### src/rtl/fws_pkg.sv
package fws_pkg;

  // -------------------------------------------------------------------------
  // register offsets (byte addresses, one word each)
  // -------------------------------------------------------------------------
  localparam logic [7:0] FWS_CTRL_OFF = 8'h00;
  localparam logic [7:0] FWS_ADDR_OFF = 8'h04;
  localparam logic [7:0] FWS_WDAT_OFF = 8'h08;
  localparam logic [7:0] FWS_STAT_OFF = 8'h0C;
  localparam logic [7:0] FWS_RDAT_OFF = 8'h10;

  // -------------------------------------------------------------------------
  // control register fields
  // -------------------------------------------------------------------------
  localparam int FWS_CTRL_GO_BIT = 0;
  localparam int FWS_CTRL_KIND_LSB = 1;
  localparam int FWS_CTRL_KIND_MSB = 2;
  localparam int FWS_CTRL_CE_BIT = 3;

  // command kinds
  localparam logic [1:0] FWS_KIND_WRITE = 2'h0;
  localparam logic [1:0] FWS_KIND_READ = 2'h1;
  localparam logic [1:0] FWS_KIND_POLL = 2'h2;
  localparam logic [1:0] FWS_KIND_WINDOW = 2'h3;

  // -------------------------------------------------------------------------
  // status register fields
  // -------------------------------------------------------------------------
  localparam int FWS_ST_BUSY_BIT = 0;
  localparam int FWS_ST_DONE_BIT = 1;
  localparam int FWS_ST_FAIL_BIT = 2;
  localparam int FWS_ST_RYBY_BIT = 3;
  localparam int FWS_ST_WIN_BIT = 4;
  localparam int FWS_ST_RESET_BIT = 5;

  // -------------------------------------------------------------------------
  // flash data bus status bit positions
  // -------------------------------------------------------------------------
  localparam int FWS_DQ_POLL = 7;
  localparam int FWS_DQ_OPTOG = 6;
  localparam int FWS_DQ_TMO = 5;
  localparam int FWS_DQ_WIN = 3;
  localparam int FWS_DQ_SECTOG = 2;

  // reset command word written after a failed operation
  localparam logic [15:0] FWS_RESET_CMD = 16'h00F0;
  localparam logic [31:0] FWS_RESET_VAL = 32'h0000_0000;

  // -------------------------------------------------------------------------
  // bus cycle timing
  // -------------------------------------------------------------------------
  localparam int FWS_T_STROBE_NS = 60;
  localparam int FWS_T_HOLD_NS = 20;
  localparam int FWS_CLK_NS = 4;
  localparam logic [5:0] FWS_STROBE_CYC =
    6'((FWS_T_STROBE_NS + FWS_CLK_NS - 1) / FWS_CLK_NS);
  localparam logic [5:0] FWS_HOLD_CYC =
    6'((FWS_T_HOLD_NS + FWS_CLK_NS - 1) / FWS_CLK_NS);

  typedef enum logic [1:0] {
    FWS_CYC_IDLE,
    FWS_CYC_STROBE,
    FWS_CYC_HOLD
  } fws_cyc_state_t;

  typedef enum logic [2:0] {
    FWS_SEQ_IDLE,
    FWS_SEQ_FIRST,
    FWS_SEQ_SECOND,
    FWS_SEQ_RECHECK,
    FWS_SEQ_RESET,
    FWS_SEQ_DATA,
    FWS_SEQ_SINGLE
  } fws_seq_state_t;

endpackage : fws_pkg

### src/rtl/fws_apb_regs.sv
`timescale 1ns/1ps
module fws_apb_regs
  import fws_pkg::*;
(
  input wire logic pclk,
  input wire logic presetn,
  input wire logic psel,
  input wire logic penable,
  input wire logic pwrite,
  input wire logic [7:0] paddr,
  input wire logic [31:0] pwdata,
  output logic [31:0] prdata,
  output logic pready,
  output logic pslverr,
  input wire logic [31:0] stat_in,
  input wire logic [15:0] rdat_in,
  input wire logic busy_in,
  output logic go_pulse,
  output logic [1:0] kind,
  output logic use_ce,
  output logic [22:0] addr,
  output logic [15:0] wdat
);

  typedef struct packed {
    logic [3:0] ctrl;
    logic [22:0] addr;
    logic [15:0] wdat;
    logic go;
  } fws_reg_st_t;

  fws_reg_st_t s_q;
  fws_reg_st_t s_d;
  logic wr;
  logic mapped;

  assign wr = psel && penable && pwrite;
  assign pready = 1'b1;

  always_comb begin
    mapped = 1'b1;
    prdata = 32'h0000_0000;
    if (paddr == FWS_CTRL_OFF) begin
      prdata = {28'h0000000, s_q.ctrl};
    end else if (paddr == FWS_ADDR_OFF) begin
      prdata = {9'h000, s_q.addr};
    end else if (paddr == FWS_WDAT_OFF) begin
      prdata = {16'h0000, s_q.wdat};
    end else if (paddr == FWS_STAT_OFF) begin
      prdata = stat_in;
    end else if (paddr == FWS_RDAT_OFF) begin
      prdata = {16'h0000, rdat_in};
    end else begin
      mapped = 1'b0;
    end
  end

  assign pslverr = psel && penable && !mapped;

  always_comb begin
    s_d = s_q;
    s_d.go = 1'b0;
    // writes while busy are dropped so a running sequence keeps its orders
    if (wr && !busy_in) begin
      if (paddr == FWS_CTRL_OFF) begin
        s_d.ctrl = pwdata[3:0];
        s_d.go = pwdata[FWS_CTRL_GO_BIT];
      end else if (paddr == FWS_ADDR_OFF) begin
        s_d.addr = pwdata[22:0];
      end else if (paddr == FWS_WDAT_OFF) begin
        s_d.wdat = pwdata[15:0];
      end
    end
  end

  always_ff @(posedge pclk or negedge presetn) begin
    if (!presetn) begin
      s_q <= '0;
    end else begin
      s_q <= s_d;
    end
  end

  assign go_pulse = s_q.go;
  assign kind = s_q.ctrl[FWS_CTRL_KIND_MSB:FWS_CTRL_KIND_LSB];
  assign use_ce = s_q.ctrl[FWS_CTRL_CE_BIT];
  assign addr = s_q.addr;
  assign wdat = s_q.wdat;

endmodule : fws_apb_regs

### src/rtl/fws_bus_cycle.sv
`timescale 1ns/1ps
module fws_bus_cycle
  import fws_pkg::*;
(
  input wire logic pclk,
  input wire logic presetn,
  input wire logic start,
  input wire logic is_write,
  input wire logic use_ce,
  input wire logic [22:0] addr_in,
  input wire logic [15:0] wdat_in,
  output logic done,
  output logic [15:0] rdat,
  output logic [22:0] flash_addr,
  output logic flash_ce_n,
  output logic flash_oe_n,
  output logic flash_we_n,
  input wire logic [15:0] data_bus_in,
  output logic [15:0] data_bus_out,
  output logic data_bus_oe
);

  typedef struct packed {
    fws_cyc_state_t st;
    logic [5:0] cnt;
    logic wr;
    logic ce_ctl;
    logic [22:0] addr;
    logic [15:0] wdat;
    logic [15:0] rdat;
    logic done;
  } fws_cyc_st_t;

  fws_cyc_st_t s_q;
  fws_cyc_st_t s_d;

  always_comb begin
    s_d = s_q;
    s_d.done = 1'b0;
    case (s_q.st)
      FWS_CYC_IDLE: begin
        if (start) begin
          s_d.st = FWS_CYC_STROBE;
          s_d.cnt = FWS_STROBE_CYC;
          s_d.wr = is_write;
          s_d.ce_ctl = use_ce;
          s_d.addr = addr_in;
          s_d.wdat = wdat_in;
        end
      end
      FWS_CYC_STROBE: begin
        if (s_q.cnt == 6'h01) begin
          // sample at end of strobe, before it rises
          s_d.rdat = data_bus_in;
          s_d.st = FWS_CYC_HOLD;
          s_d.cnt = FWS_HOLD_CYC;
        end else begin
          s_d.cnt = s_q.cnt - 6'h01;
        end
      end
      FWS_CYC_HOLD: begin
        if (s_q.cnt == 6'h01) begin
          s_d.st = FWS_CYC_IDLE;
          s_d.done = 1'b1;
        end else begin
          s_d.cnt = s_q.cnt - 6'h01;
        end
      end
      default: s_d.st = FWS_CYC_IDLE;
    endcase
  end

  always_ff @(posedge pclk or negedge presetn) begin
    if (!presetn) begin
      s_q <= '0;
    end else begin
      s_q <= s_d;
    end
  end

  logic strobe;
  assign strobe = (s_q.st == FWS_CYC_STROBE);
  // reads: strobe either output enable or chip select, chosen per command
  assign flash_ce_n = s_q.ce_ctl && !s_q.wr ? !strobe
                      : (s_q.st == FWS_CYC_IDLE);
  assign flash_oe_n = s_q.wr ? 1'b1
                      : (s_q.ce_ctl ? (s_q.st == FWS_CYC_IDLE) : !strobe);
  assign flash_we_n = !(s_q.wr && strobe);
  assign flash_addr = s_q.addr;
  assign data_bus_out = s_q.wdat;
  assign data_bus_oe = s_q.wr && (s_q.st != FWS_CYC_IDLE);
  assign done = s_q.done;
  assign rdat = s_q.rdat;

endmodule : fws_bus_cycle

### src/rtl/fws_host.sv
`timescale 1ns/1ps
// Behaviour
// - reads controlled by output or chip select
// - poll starts with two back-to-back reads
// - toggling stopped means done; next read data
// - toggling with timeout set: recheck, then reset
// - continued polling pairs each new read with the previous one
// - after timeout host writes reset command
// - fast follow-on sector erases need no window check
// - check window bit around each extra erase
// - status reads use program or erasing address
// - status reads address the busy bank
module fws_host
  import fws_pkg::*;
(
  input wire logic pclk,
  input wire logic presetn,
  input wire logic psel,
  input wire logic penable,
  input wire logic pwrite,
  input wire logic [7:0] paddr,
  input wire logic [31:0] pwdata,
  output logic [31:0] prdata,
  output logic pready,
  output logic pslverr,
  output logic [22:0] flash_addr,
  output logic flash_ce_n,
  output logic flash_oe_n,
  output logic flash_we_n,
  input wire logic [15:0] data_bus_in,
  output logic [15:0] data_bus_out,
  output logic data_bus_oe,
  input wire logic ready_busy_n_out
);

  // -------------------------------------------------------------------------
  // state
  // -------------------------------------------------------------------------
  typedef struct packed {
    fws_seq_state_t st;
    logic start;
    logic is_write;
    logic [15:0] first;
    logic [15:0] rdat;
    logic done;
    logic fail;
    logic win;
    logic did_reset;
  } fws_host_st_t;

  fws_host_st_t s_q;
  fws_host_st_t s_d;

  logic go;
  logic [1:0] kind;
  logic use_ce;
  logic [22:0] addr;
  logic [15:0] wdat;
  logic cyc_done;
  logic [15:0] cyc_rdat;
  logic busy;
  logic [31:0] stat;
  logic [15:0] cyc_wdat;
  logic toggled;

  assign busy = (s_q.st != FWS_SEQ_IDLE);

  // -------------------------------------------------------------------------
  // register file
  // -------------------------------------------------------------------------
  fws_apb_regs u_regs (
    .pclk(pclk),
    .presetn(presetn),
    .psel(psel),
    .penable(penable),
    .pwrite(pwrite),
    .paddr(paddr),
    .pwdata(pwdata),
    .prdata(prdata),
    .pready(pready),
    .pslverr(pslverr),
    .stat_in(stat),
    .rdat_in(s_q.rdat),
    .busy_in(busy),
    .go_pulse(go),
    .kind(kind),
    .use_ce(use_ce),
    .addr(addr),
    .wdat(wdat)
  );

  always_comb begin
    stat = FWS_RESET_VAL;
    stat[FWS_ST_BUSY_BIT] = busy;
    stat[FWS_ST_DONE_BIT] = s_q.done;
    stat[FWS_ST_FAIL_BIT] = s_q.fail;
    // pin low means the device is programming or erasing
    stat[FWS_ST_RYBY_BIT] = ready_busy_n_out;
    stat[FWS_ST_WIN_BIT] = s_q.win;
    stat[FWS_ST_RESET_BIT] = s_q.did_reset;
  end

  // -------------------------------------------------------------------------
  // one flash bus cycle at a time
  // -------------------------------------------------------------------------
  // status reads always use the programmed or erasing address
  assign cyc_wdat = (s_q.st == FWS_SEQ_RESET) ? FWS_RESET_CMD : wdat;

  fws_bus_cycle u_cyc (
    .pclk(pclk),
    .presetn(presetn),
    .start(s_q.start),
    .is_write(s_q.is_write),
    .use_ce(use_ce),
    .addr_in(addr),
    .wdat_in(cyc_wdat),
    .done(cyc_done),
    .rdat(cyc_rdat),
    .flash_addr(flash_addr),
    .flash_ce_n(flash_ce_n),
    .flash_oe_n(flash_oe_n),
    .flash_we_n(flash_we_n),
    .data_bus_in(data_bus_in),
    .data_bus_out(data_bus_out),
    .data_bus_oe(data_bus_oe)
  );

  // only the operation toggle bit is compared; the sector toggle bit is not checked
  assign toggled = (cyc_rdat[FWS_DQ_OPTOG] != s_q.first[FWS_DQ_OPTOG]);

  // -------------------------------------------------------------------------
  // polling sequencer
  // -------------------------------------------------------------------------
  always_comb begin
    s_d = s_q;
    s_d.start = 1'b0;
    case (s_q.st)
      FWS_SEQ_IDLE: begin
        if (go) begin
          s_d.done = 1'b0;
          s_d.start = 1'b1;
          s_d.is_write = (kind == FWS_KIND_WRITE);
          if (kind == FWS_KIND_POLL) begin
            // every poll restarts at the first pair
            s_d.fail = 1'b0;
            s_d.did_reset = 1'b0;
            s_d.st = FWS_SEQ_FIRST;
          end else begin
            // window check is optional for fast follow-ons
            s_d.st = FWS_SEQ_SINGLE;
          end
        end
      end
      FWS_SEQ_SINGLE: begin
        if (cyc_done) begin
          s_d.rdat = cyc_rdat;
          if (kind == FWS_KIND_WINDOW) begin
            // one means erase began; extra erase may be lost
            s_d.win = cyc_rdat[FWS_DQ_WIN];
          end
          s_d.done = 1'b1;
          s_d.st = FWS_SEQ_IDLE;
        end
      end
      FWS_SEQ_FIRST: begin
        if (cyc_done) begin
          s_d.first = cyc_rdat;
          s_d.start = 1'b1;
          s_d.is_write = 1'b0;
          s_d.st = FWS_SEQ_SECOND;
        end
      end
      FWS_SEQ_SECOND: begin
        if (cyc_done) begin
          s_d.start = 1'b1;
          s_d.is_write = 1'b0;
          s_d.first = cyc_rdat;
          if (!toggled) begin
            s_d.st = FWS_SEQ_DATA;
          end else if (cyc_rdat[FWS_DQ_TMO]) begin
            // timeout bit may rise as toggling ends; test again
            s_d.st = FWS_SEQ_RECHECK;
          end else begin
            s_d.st = FWS_SEQ_SECOND;
          end
        end
      end
      FWS_SEQ_RECHECK: begin
        if (cyc_done) begin
          s_d.start = 1'b1;
          if (!toggled) begin
            s_d.is_write = 1'b0;
            s_d.st = FWS_SEQ_DATA;
          end else begin
            // stuck: reset returns the device to read mode
            s_d.is_write = 1'b1;
            s_d.fail = 1'b1;
            s_d.st = FWS_SEQ_RESET;
          end
        end
      end
      FWS_SEQ_RESET: begin
        if (cyc_done) begin
          s_d.did_reset = 1'b1;
          s_d.done = 1'b1;
          s_d.st = FWS_SEQ_IDLE;
        end
      end
      FWS_SEQ_DATA: begin
        // read after toggling stopped carries true array data
        if (cyc_done) begin
          s_d.rdat = cyc_rdat;
          s_d.done = 1'b1;
          s_d.st = FWS_SEQ_IDLE;
        end
      end
      default: s_d.st = FWS_SEQ_IDLE;
    endcase
  end

  always_ff @(posedge pclk or negedge presetn) begin
    if (!presetn) begin
      s_q <= '0;
    end else begin
      s_q <= s_d;
    end
  end

endmodule : fws_host

### config.mk
export PLATFORM = sky130hd
export DESIGN_NAME = fws_host
export DESIGN_NICKNAME = d
export VERILOG_FILES = /design/src/rtl/fws_pkg.sv /design/src/rtl/fws_apb_regs.sv /design/src/rtl/fws_bus_cycle.sv /design/src/rtl/fws_host.sv
export SDC_FILE = /design/constraint.sdc
export NUM_CORES = 1
export LEC_CHECK = 0
export ABC_CLOCK_PERIOD_IN_PS = 4400
export BUFFER_PORTS_ARGS = -buffer_cell sky130_fd_sc_hd__buf_2
export CAP_MARGIN = 10
export CORE_MARGIN = 4
export CORE_UTILIZATION = 59
export DETAILED_ROUTE_END_ITERATION = 10
export GPL_ROUTABILITY_DRIVEN = 0
export HOLD_SLACK_MARGIN = 0.12
export PLACE_DENSITY = 0.81
export SLEW_MARGIN = 20
export SYNTH_ARGS = -nofsm -noshare
export SYNTH_HDL_FRONTEND = slang
export SYNTH_SLANG_ARGS = --single-unit
### constraint.sdc
create_clock -name pclk -period 4.4 [get_ports pclk]
set_input_delay 0.44 -clock pclk [delete_from_list [all_inputs] [get_ports pclk]]
set_output_delay 0.44 -clock pclk [all_outputs]
set_load 0.03 [all_outputs]
==> flow_metrics.tcl <==
set metrics [dict create \
    cellPowerDensity_nw_per_um2 380 \
    drt_wl_total_mm 14.6 \
    cp_data_arrival_time_ps 2510 \
    seq_area_frac_synth_pct 52.3 \
    synth.distinct_cells 58 \
    min_to "u_cyc.rdat[4]" \
    clk_pin_slew_worst_paths_ps 60 \
    grt_pass1_vias 4476 \
    ff2ff_setup_slack_ps 1790 \
    fp.dieW_um 113 \
    clock_latency_ps 520 \
    routedWlPerCell_um 19.1 \
    grt_pass1_wl_mm 23.3 \
    yosys_register_bits 136 \
    drtPass1Iterations 5 \
    synth.largest_area_cell "dfrtp_1" \
    peakVddDrop_v 0.000276 \
    num_rows 38 \
    fmax_mhz 339 \
    synth_edf_count 0 \
    cts-buffers-inserted 17 \
    synth_top_cell_area_share_pct 52.3 \
    worstMarginPinSlew_ps 960 \
    r2r_cells 6 \
    grt.total_usage_pct 23.4 \
    vias 4385 \
    hpwl_mm 9.96 \
    ant_nets 0 \
    remaining_drc_errors 0 \
    cts_sinks 136 \
    maxCapViolCount 0 \
    grt_overflow 0 \
    critPathLaunch "paddr[5]" \
    crit_path_end_kind "output port" \
    netlist_area_um2 6500 \
    synthTopCellsByArea "dfrtp_1 52%, mux2_2 14%, buf_4 5.7%" \
    power_leakage_nw 3.93 \
    die_h_um 113 \
    ys.flop_type "dfrtp_1" \
    synth-async-reset-ratio_pct 100 \
    rr_endpoint "u_cyc.s_q[58]" \
    syn-instance-count 529 \
    antenna_found_initial 0 \
    slew_viol_final 0 \
    coreArea_um2 10800 \
    rsz0062_at_grt "no" \
    clock_path_buffers 2 \
    finalClockSkew_ps 7.14 \
    drtIter0Drc 371 \
    worst_slack_ps 1450 \
    post_cts_buffers 0 \
    num-nets-final 678 \
    grt_max_degree 104 \
    cts_root_buf "clkbuf_8" \
    worstSetupPathType "input pin to output port" \
    place_area_um2 6890 \
    setup.worst_path.start_class "input pin" \
    worstPathRequired_ps 3960 \
    hp-start "data_bus_in[4]" \
    cts_tree "yes" \
    drive_above_1_share_pct 42.8 \
    period_share_pct 67.0 \
    hold_path_depth 2 \
    setup-violations-final 0 \
    r2r-start "u_cyc.s_q[59]" \
    final_area_um2 7520 \
    tns_ps 0 \
    status "finished clean" \
    pin_count 139 \
    syn_avg_cell_area_um2 12.3 \
    hold_viol 0 \
    diodes 0 \
    via_per_inst 5.75 \
    port_buffers 119 \
    hold_path_class "input pin to flop" \
    path_max_fanout 6 \
    synth_warnings 0 \
    ys_top_cells_by_count "136 x dfrtp_1, 81 x mux2_2, 49 x buf_4, 32 x nand2_1, 20 x mux2_4" \
    period_minus_slack_ps 2950 \
    pre_cts_ws_ps 1490 \
    syn_to_final_growth_pct 15.6 \
    die_area_um2 12800 \
    relSlewSlack_pct 35.8 \
    yosysMostFrequentCell "dfrtp_1" \
    start_util_pct 60.2 \
    h-tree-depth 4 \
]
worst max path at each step:
stage / to / slack (ps) / cells after the start
after floorplan: prdata[4] / 1730 / 4
after global placement: prdata[2] / 1530 / 6
after detailed placement: prdata[1] / 1490 / 6
after CTS: prdata[1] / 1420 / 6
after global routing: prdata[1] / 1330 / 6
final: prdata[1] / 1450 / 6
layout by cell type (no fill, tap or decap), types with 4 or more instances in the layout:
cell	instances
a2bb2oi_1	5
nand3_1	4
mux2i_1	7
nor2b_1	5
o21a_1	5
buf_4	7
o22ai_1	5
a22o_1	13
a22oi_1	10
buf_2	118
clkbuf_16	16
mux2_4	20
a21oi_1	19
inv_1	10
dfrtp_1	136
o22a_1	6
nand2b_1	8
conb_1	10
ha_1	6
mux2_2	81
bufinv_16	4
nor3_1	4
nor2_1	15
and2_1	8
nand2_1	32
o21ai_0	13
stage by stage:
step	power (W)	util, %	hold slack (ps)	std cells
global placement	0.00141	63.8	475	730
detailed placement	0.00142	63.8	488	730
finish	0.00286	69.6	142	762
global route	0.00296	69.6	129	762
CTS	0.00288	69.6	122	762
floorplan	0.00136	-	144	537
state kept, by name, indices dropped and copies added (netlist names):
name	flops
u_regs.s_q	1
u_regs.use_ce	1
u_regs.kind	2
u_regs.addr	23
u_cyc.rdat	16
u_cyc.s_q	10
u_regs.wdat	16
s_q	26
u_cyc.data_bus_out	16
u_regs.go_pulse	1
u_cyc.done	1
u_cyc.flash_addr	23
final cells by class:
type                            instances  area, um^2
Fill cell                             750        3280
Sequential cell                       136        3400
Clock buffer                           19         442
Inverter                               10        37.5
Timing Repair Buffer                  127         664
Tap cell                              140         175
Multi-Input combinational cell        318        2620
Clock inverter                         12         175
worst max-delay path: stages:
cell,delay [ps]
buf_2,90
or4_1,690
nor3_1,460
nand2b_1,260
o22ai_1,310
buf_2,250
kinds of logic after synthesis:
group / Yosys count / synth area share (%)
and+or+nand+nor: 97 / 8.06
DFF: 136 / 52.3
xor gates and xnor gates: 3 / 0.404
adders and majority gates: 6 / 1.15
muxes: 108 / 19.7
AOI/OAI and AO/OA: 94 / 10.3
other: 2 / 0.115
buffers and inverters: 83 / 7.93
timing repair:
item,4_1_cts,5_1_grt
hold buffers,1,0
setup endpoints to repair,0,0
hold endpoints to repair,102,0
resized for setup,0,0
power by group:
part / switching, W / internal (W)
Combinational: 0.0000767 / 0.0000453
Sequential: 0.00000982 / 0.00126
Clock: 0.000518 / 0.000945
per-layer routing:
metal,wire length [um],GRT usage [%]
met4,270,7.13
met1,6150,31.2
met3,971,6.10
met2,7160,37.9
met5,0,0
Power figures use the tool's default switching activity.
